**src/hw/sfdm_map.svh**
```systemverilog
`ifndef SFDM_MAP_SVH
`define SFDM_MAP_SVH

// ==========================================================================
// register map
`define SFDM_ADDR_STATUS     16'h1107
`define SFDM_ADDR_FLAGS      16'h110b
`define SFDM_ADDR_THRESH     16'h112b
`define SFDM_BIT_SEF         1
`define SFDM_BIT_LOF         2
`define SFDM_THR_RST         4'h8

// ==========================================================================
// framing pattern and alignment criteria
`define SFDM_A1              8'hf6
`define SFDM_A2              8'h28
`define SFDM_A1_COUNT        3
`define SFDM_A2_COUNT        3
`define SFDM_ERR_FRAMES      4'h4
`define SFDM_GOOD_FRAMES     4'h2

// ==========================================================================
// timing
`define SFDM_SEF_LOF_TIME_US 3000
`define SFDM_CLK_MHZ         200

`endif

```
**src/hw/unused_placeholder_never.sv**
```systemverilog
`timescale 1ns/1ps
`default_nettype none
`default_nettype wire

```
**src/hw/sfdm_pkg.sv**
```systemverilog
package sfdm_pkg;

  // ========================================================================
  // alignment states
  typedef enum logic [1:0] {
    SFDM_IN_FRAME,
    SFDM_SEF1_LOF0,
    SFDM_SEF1_LOF1,
    SFDM_SEF0_LOF1
  } sfdm_state_t;

  // ========================================================================
  // framing byte checker state
  typedef struct packed {
    logic [3:0] pos;
    logic       err;
    logic       done;
    logic       ferr;
  } sfdm_chk_t;

endpackage

```
**src/hw/sfdm_monitor.sv**
```systemverilog
`timescale 1ns/1ps
`default_nettype none
`include "sfdm_map.svh"

// How it works
// - leaving loss-of-frame sets change-of-LOF flag
// - any change flag drives interrupt pin low
// - in-frame keeps checking every frame's framing bytes
// - in-frame ignores isolated errored frames
// - four errored frames declare SEF from in-frame
// - declared SEF shows in status bit one
// - any SEF change sets change-of-SEF flag
// - SEF-only state tests framing bytes each frame
// - two good frames clear SEF, back in-frame
// - errored frames keep SEF declared
// - SEF held three ms declares loss-of-frame
// - LOF-only exits after programmed good-frame run
// - entering in-frame clears LOF status bit
module sfdm_monitor
  import sfdm_pkg::*;
#(
  parameter int unsigned LOF_CYCLES = `SFDM_SEF_LOF_TIME_US * `SFDM_CLK_MHZ,
  parameter int unsigned TMR_W      = 20
) (
  input  wire logic        clk_i,
  input  wire logic        arst_n_i,
  input  wire logic [7:0]  line_byte_i,
  input  wire logic        line_valid_i,
  input  wire logic        line_frame_start_i,
  input  wire logic        host_rd_i,
  input  wire logic        host_wr_i,
  input  wire logic [15:0] host_addr_i,
  input  wire logic [7:0]  host_wdata_i,
  output logic      [7:0]  host_rdata_o,
  output logic             int_n_o,
  output logic             sef_defect_o,
  output logic             lof_defect_o
);

  localparam logic [TMR_W-1:0] LOF_LAST = TMR_W'(LOF_CYCLES - 1);

  typedef struct packed {
    sfdm_state_t      state;
    logic [3:0]       err_run;
    logic [3:0]       good_run;
    logic [TMR_W-1:0] timer;
    logic             sef;
    logic             lof;
    logic [7:0]       flags;
    logic [3:0]       thr;
    logic [7:0]       rdata;
    logic             int_n;
  } sfdm_mon_t;

  sfdm_mon_t  r_reg;
  sfdm_mon_t  r_next;
  logic       frame_done;
  logic       frame_err;
  logic       err_frame;
  logic       good_frame;
  logic [3:0] err_cnt;
  logic [3:0] good_cnt;
  logic [3:0] thr_eff;
  logic [7:0] chg_set;
  logic       clear_on_read;

  // saturating run counter step, shared by both runs
  function automatic logic [3:0] sfdm_inc(input logic [3:0] v);
    return (v == 4'hf) ? v : v + 4'h1;
  endfunction

  // ========================================================================
  // framing byte checker
  sfdm_a1a2_check u_check (
    .clk_i         (clk_i),
    .arst_n_i      (arst_n_i),
    .byte_i        (line_byte_i),
    .byte_valid_i  (line_valid_i),
    .frame_start_i (line_frame_start_i),
    .frame_done_o  (frame_done),
    .frame_err_o   (frame_err)
  );

  assign err_frame  = frame_done & frame_err;
  assign good_frame = frame_done & ~frame_err;
  assign err_cnt    = sfdm_inc(r_reg.err_run);
  assign good_cnt   = sfdm_inc(r_reg.good_run);
  // a threshold of zero would mean no test at all; treat it as one frame
  assign thr_eff    = (r_reg.thr == 4'h0) ? 4'h1 : r_reg.thr;
  assign clear_on_read = host_rd_i && (host_addr_i == `SFDM_ADDR_FLAGS);

  // ========================================================================
  // alignment state machine, defect bits, change flags and register port
  always_comb begin
    r_next  = r_reg;
    chg_set = 8'h00;
    // consecutive-frame runs; one good frame breaks an error run and back
    if (err_frame) begin
      r_next.err_run  = err_cnt;
      r_next.good_run = 4'h0;
    end else if (good_frame) begin
      r_next.good_run = good_cnt;
      r_next.err_run  = 4'h0;
    end
    r_next.timer = (r_reg.state == SFDM_SEF1_LOF0) ? r_reg.timer + TMR_W'(1) : '0;

    unique case (r_reg.state)
      SFDM_IN_FRAME: begin
        if (err_frame && err_cnt >= `SFDM_ERR_FRAMES) begin
          r_next.state = SFDM_SEF1_LOF0;
        end
      end
      SFDM_SEF1_LOF0: begin
        // recovery wins over the timeout when both fall in one cycle
        if (good_frame && good_cnt >= `SFDM_GOOD_FRAMES) begin
          r_next.state = SFDM_IN_FRAME;
        end else if (r_reg.timer >= LOF_LAST) begin
          r_next.state = SFDM_SEF1_LOF1;
        end
      end
      SFDM_SEF1_LOF1: begin
        if (good_frame && good_cnt >= `SFDM_GOOD_FRAMES) begin
          r_next.state = SFDM_SEF0_LOF1;
        end
      end
      SFDM_SEF0_LOF1: begin
        if (good_frame && good_cnt >= thr_eff) begin
          r_next.state = SFDM_IN_FRAME;
        end else if (err_frame && err_cnt >= `SFDM_ERR_FRAMES) begin
          r_next.state = SFDM_SEF1_LOF1;
        end
      end
    endcase

    // every transition starts fresh runs
    if (r_next.state != r_reg.state) begin
      r_next.err_run  = 4'h0;
      r_next.good_run = 4'h0;
    end

    // defect bits follow the state; SEF stays up while errors keep coming
    r_next.sef = (r_next.state == SFDM_SEF1_LOF0) ||
                 (r_next.state == SFDM_SEF1_LOF1);
    r_next.lof = (r_next.state == SFDM_SEF1_LOF1) ||
                 (r_next.state == SFDM_SEF0_LOF1);

    chg_set[`SFDM_BIT_SEF] = r_next.sef != r_reg.sef;
    chg_set[`SFDM_BIT_LOF] = r_next.lof != r_reg.lof;

    // a change arriving during the clearing read is kept
    r_next.flags = (clear_on_read ? 8'h00 : r_reg.flags) | chg_set;
    r_next.int_n = ~|r_next.flags;

    if (host_wr_i && host_addr_i == `SFDM_ADDR_THRESH) begin
      r_next.thr = host_wdata_i[3:0];
    end

    // read data lands one cycle after the strobe; flags show pre-clear value
    if (host_rd_i) begin
      unique case (host_addr_i)
        `SFDM_ADDR_STATUS: begin
          r_next.rdata = 8'h00;
          r_next.rdata[`SFDM_BIT_SEF] = r_reg.sef;
          r_next.rdata[`SFDM_BIT_LOF] = r_reg.lof;
        end
        `SFDM_ADDR_FLAGS:  r_next.rdata = r_reg.flags;
        `SFDM_ADDR_THRESH: r_next.rdata = {4'h0, r_reg.thr};
        default:           r_next.rdata = 8'h00;
      endcase
    end
  end

  always_ff @(posedge clk_i or negedge arst_n_i) begin
    if (!arst_n_i) begin
      r_reg       <= '0;
      r_reg.state <= SFDM_IN_FRAME;
      r_reg.thr   <= `SFDM_THR_RST;
      r_reg.int_n <= 1'b1;
    end else begin
      r_reg <= r_next;
    end
  end

  assign host_rdata_o = r_reg.rdata;
  assign int_n_o      = r_reg.int_n;
  assign sef_defect_o = r_reg.sef;
  assign lof_defect_o = r_reg.lof;
endmodule
`default_nettype wire

```
**src/hw/sfdm_a1a2_check.sv**
```systemverilog
`timescale 1ns/1ps
`default_nettype none
`include "sfdm_map.svh"

module sfdm_a1a2_check
  import sfdm_pkg::*;
#(
  parameter int unsigned A1_COUNT = `SFDM_A1_COUNT,
  parameter int unsigned A2_COUNT = `SFDM_A2_COUNT
) (
  input  wire logic       clk_i,
  input  wire logic       arst_n_i,
  input  wire logic [7:0] byte_i,
  input  wire logic       byte_valid_i,
  input  wire logic       frame_start_i,
  output logic            frame_done_o,
  output logic            frame_err_o
);

  localparam logic [3:0] LAST_POS = 4'(A1_COUNT + A2_COUNT - 1);
  localparam logic [3:0] A1_END   = 4'(A1_COUNT);

  sfdm_chk_t r_reg;
  sfdm_chk_t r_next;

  // ========================================================================
  // walk the framing bytes of each frame; one verdict pulse per frame
  always_comb begin
    r_next      = r_reg;
    r_next.done = 1'b0;
    if (byte_valid_i) begin
      if (frame_start_i) begin
        // a new frame start restarts the check, even mid-pattern
        r_next.pos = 4'h1;
        r_next.err = (byte_i != `SFDM_A1);
      end else if (r_reg.pos != 4'h0) begin
        r_next.err = r_reg.err | (byte_i != ((r_reg.pos < A1_END) ? `SFDM_A1 : `SFDM_A2));
        if (r_reg.pos == LAST_POS) begin
          r_next.pos  = 4'h0;
          r_next.done = 1'b1;
          r_next.ferr = r_next.err;
        end else begin
          r_next.pos = r_reg.pos + 4'h1;
        end
      end
    end
  end

  always_ff @(posedge clk_i or negedge arst_n_i) begin
    if (!arst_n_i) begin
      r_reg <= '0;
    end else begin
      r_reg <= r_next;
    end
  end

  assign frame_done_o = r_reg.done;
  assign frame_err_o  = r_reg.ferr;

endmodule
`default_nettype wire

```
**config.mk**
```make
export PLATFORM = sky130hd
export DESIGN_NAME = sfdm_monitor
export DESIGN_NICKNAME = d
export VERILOG_FILES = /design/src/hw/unused_placeholder_never.sv /design/src/hw/sfdm_pkg.sv /design/src/hw/sfdm_monitor.sv /design/src/hw/sfdm_a1a2_check.sv
export VERILOG_INCLUDE_DIRS = /design/src /design/src/hw
export SDC_FILE = /design/constraint.sdc
export NUM_CORES = 1
export LEC_CHECK = 0
export ABC_AREA = 0
export BUFFER_PORTS_ARGS = -buffer_cell sky130_fd_sc_hd__buf_2
export CORE_MARGIN = 2
export CORE_UTILIZATION = 29
export DETAILED_ROUTE_END_ITERATION = 16
export PLACE_DENSITY = 0.5
export SKIP_LAST_GASP = 1
export SLEW_MARGIN = 10
export SYNTH_ARGS = -nofsm -noshare
export SYNTH_HDL_FRONTEND = slang
export SYNTH_HIERARCHICAL = 1
export SYNTH_SLANG_ARGS = --single-unit
```
**constraint.sdc**
```tcl
create_clock -name clk_i -period 3.3 [get_ports clk_i]
set_clock_uncertainty 0.2 [all_clocks]
set_input_delay 0.33 -clock clk_i [delete_from_list [all_inputs] [get_ports clk_i]]
set_output_delay 0.33 -clock clk_i [all_outputs]
set_load 0.02 [all_outputs]
```
==> out/results.ini <==
[pwr]
netSwitchingPower_mw=0.435
internal_power_mw=1.31
power.combinational.fraction_pct=10.8
power.share.sequential_pct=46.6
power.share.switching_pct=24.9
vdd_drop_max_mv=0.201
pwr-share-clk_pct=42.7
powerDensity_mw_per_mm2=463
total_power_mw=1.75
p_leak_nw=1.68

[global_routing]
pin_count_of_the_biggest_net_entering_global_routing=60
grt_first_pass_wirelength_mm=10.7
grt_antenna_before_repair=0
grt_overflow=0
grtUsageTotal_pct=11.3
vias_in_the_first_global_route=2346

[clock_network]
cts_inserted_buffers=9
max-clock-path-buffers=2
insertion_delay_ns=0.33
clock-sinks=59
cts_repair_resize_count=0
clock_tree.root_cell=sky130_fd_sc_hd__clkbuf_8
clock_pin_slew_on_the_worst_setup_and_hold_paths_ns=0.07
cts_max_level=3
tritoncts=done

[logic_synthesis]
async_flop_share_pct=100
synth_ff_type=sky130_fd_sc_hd__dfrtp_1
yosysWarnings=6
yosys-top-cells-count=sky130_fd_sc_hd__dfrtp_1, sky130_fd_sc_hd__nor2_1, sky130_fd_sc_hd__nand2_1, sky130_fd_sc_hd__inv_1, sky130_fd_sc_hd__o21ai_0
synth_edf_count=0
synthesis.nets=374
synth_cell_type_count=60
synth_area_leader_cell=sky130_fd_sc_hd__dfrtp_1
synth_seq_cells=59
instance_count_of_the_mapped_netlist=331
postSynthAreaPerCell_um2=9.74
yosys-top-cells-area=sky130_fd_sc_hd__dfrtp_1, sky130_fd_sc_hd__nor2_1, sky130_fd_sc_hd__xor2_1
synth_top_area_share_pct=44.2
yosys.cell_count.top_type=sky130_fd_sc_hd__dfrtp_1
syn_area_mm2=0.00323
synth.yosys.seq_area_share_pct=45.8

[sta]
final_slew_viol_count=0
worstMarginPinSlew_ns=0.756
grt_setup_unrepaired=false
max-slew-margin-rel_pct=49.6
fmaxAchievable_ghz=0.321
layout_setup_ws_ns=0.187
timing.final.crit_period_ns=3.11
post-route-period-util_pct=94.3
finalSetupViolations=0
final_hold_viol_count=0
finalHoldWorstSlack_ns=0.0199
timing.setup.tns_ns=0

[worst_setup_path]
worst-setup-path-type=reg -> reg
critical_path.slowest_cell=sky130_fd_sc_hd__dfrtp_1
worst-path-stages=10
max_stage_delay_ns=0.43
reg2regPathDepth=10
timing.critical_path.mode_cell=sky130_fd_sc_hd__ha_1
worst_r2r_startpoint=r_reg[44]
worstPathRequired_ns=3.29
cp.buffers_inverters=0
setup.worst_path.end_class=flip-flop
rrSetupSlack_ns=0.19
crit_path_max_fanout=8
timing.critical_path.to=r_reg[45]
rr_endpoint=r_reg[45]
crit_path_start=r_reg[44]
timing.critical_path.cells=ha_1 -> and2_1 -> nand2_1 -> mux2_2 -> ha_1 -> a21oi_1 -> maj3_1 -> o22a_1 -> a31oi_4 -> nor3_1
critical_path_launch_point_type=flip-flop
critical_path_arrival_ns=3.11
path_delay_family=adder cells

[placed_design]
dp.cells=500
port-buffer-count=44
place_ws_ns=0.203
placed_cell_area_mm2=0.00354
place_congestion=0.739
detailedPlacementHpwl_mm=4.52

[detailed_routing]
via_per_inst=4.80
postRouteWirelength_mm=6.38
firstDrtPassIters=4
route.detailed.wl_per_inst_um=12.3
drt_drc_violations_left=0
detailroute.via_count=2482
drt.antenna.violating_nets=0
drtIter0Drc=88

[die]
floorplan.die.height_um=109
initial_core_util_pct=29.8
die_w_um=109
die-area_mm2=0.0120
core_area_mm2=0.0108
floorplan.io_pins=49
core.rowCount=38

[layout]
finalInstanceArea_mm2=0.00378
final_util_pct=34.9
final_layout_size_suffix_gt1_share_pct=22.0
finalNetCount=415
area.growth.synth_to_final_pct=17.1
flip_flop_count_of_the_largest_register_all_copies_and_words_added=41
antenna_cells=0
final_cells=517

[min_path]
worst_hold_startpoint=host_wdata_i[1]
min_path_type=in -> reg

[flow_run]
cap_viol_max_count=0

[run_status]
outcome=finished clean

placed cells by master (no fill, tap or decap), types with 5 or more instances in the layout:
master / count
sky130_fd_sc_hd__a21oi_1: 13
sky130_fd_sc_hd__buf_2: 44
sky130_fd_sc_hd__clkbuf_8: 11
sky130_fd_sc_hd__dfrtp_1: 57
sky130_fd_sc_hd__ha_1: 5
sky130_fd_sc_hd__inv_1: 19
sky130_fd_sc_hd__mux2i_1: 7
sky130_fd_sc_hd__nand2_1: 25
sky130_fd_sc_hd__nand2b_1: 7
sky130_fd_sc_hd__nand3_1: 11
sky130_fd_sc_hd__nand4_1: 7
sky130_fd_sc_hd__nor2_1: 31
sky130_fd_sc_hd__nor2b_1: 10
sky130_fd_sc_hd__nor3_1: 8
sky130_fd_sc_hd__o21ai_0: 19
sky130_fd_sc_hd__xnor2_1: 10
sky130_fd_sc_hd__xor2_1: 11
layout make-up:
type / instances / area (um2)
clock inverters: 4 / 72.6
repair buffers: 48 / 253
multi-input cells: 234 / 1570
clock buffers: 12 / 155
fillers: 1124 / 7060
inverters: 20 / 75.1
flip-flops and latches: 59 / 1480
well taps: 140 / 175
tightest hold or removal path: cells and delay by family:
family	cells	cell delay (ns)
AO/OA/AOI/OAI	1	0.06
buffers and inverters	1	0.08
AND/OR/NAND/NOR	1	0.03
power groups by stage:
stage	logic, mW	registers, mW	clock network [mW]
floorplan	0.122	0.821	0
global placement	0.188	0.828	0
detailed placement	0.192	0.828	0
CTS	0.194	0.815	0.778
global route	0.220	0.820	0.811
finish	0.188	0.814	0.746
layer usage:
layer  part of all wire, %  global-route usage (%)
met4                  0.94                    3.80
met5                     0                       0
met1                    48                    14.2
met2                    46                    18.5
met3                   5.0                    3.26
cell families (layout without fill, tap and decap cells):
kind of cell             after synthesis  in the layout  share of synthesized area [%]
adder cells (fa/ha/maj)                6              6                           2.25
flip-flops                            59             59                           45.8
XOR/XNOR                              21             21                           5.70
AO/OA/AOI/OAI                         62             62                           13.9
buffers and inverters                 38             84                           5.51
multiplexers                          11             11                           3.57
AND/OR/NAND/NOR                      134            134                           23.2
repair_timing:
item                                   in CTS  in global routing
buffers inserted                            0                  0
endpoints found under the hold margin      50                  0
hold buffers                                1                  0
worst min path at each step:
| stage | to | depth (start not counted) | slack, ns |
|---|---|---|---|
| 2_1_floorplan | host_rdata_o[0] | 0 | -0.17 |
| 3_3_place_gp | r_reg[23] | 1 | 0.28 |
| 3_5_place_dp | r_reg[23] | 1 | 0.29 |
| 4_1_cts | r_reg[10] | 3 | 0.003 |
| 5_1_grt | r_reg[10] | 3 | 0.004 |
| 6_report | r_reg[10] | 3 | 0.02 |
Note: power is estimated with default switching activity, not from simulation.
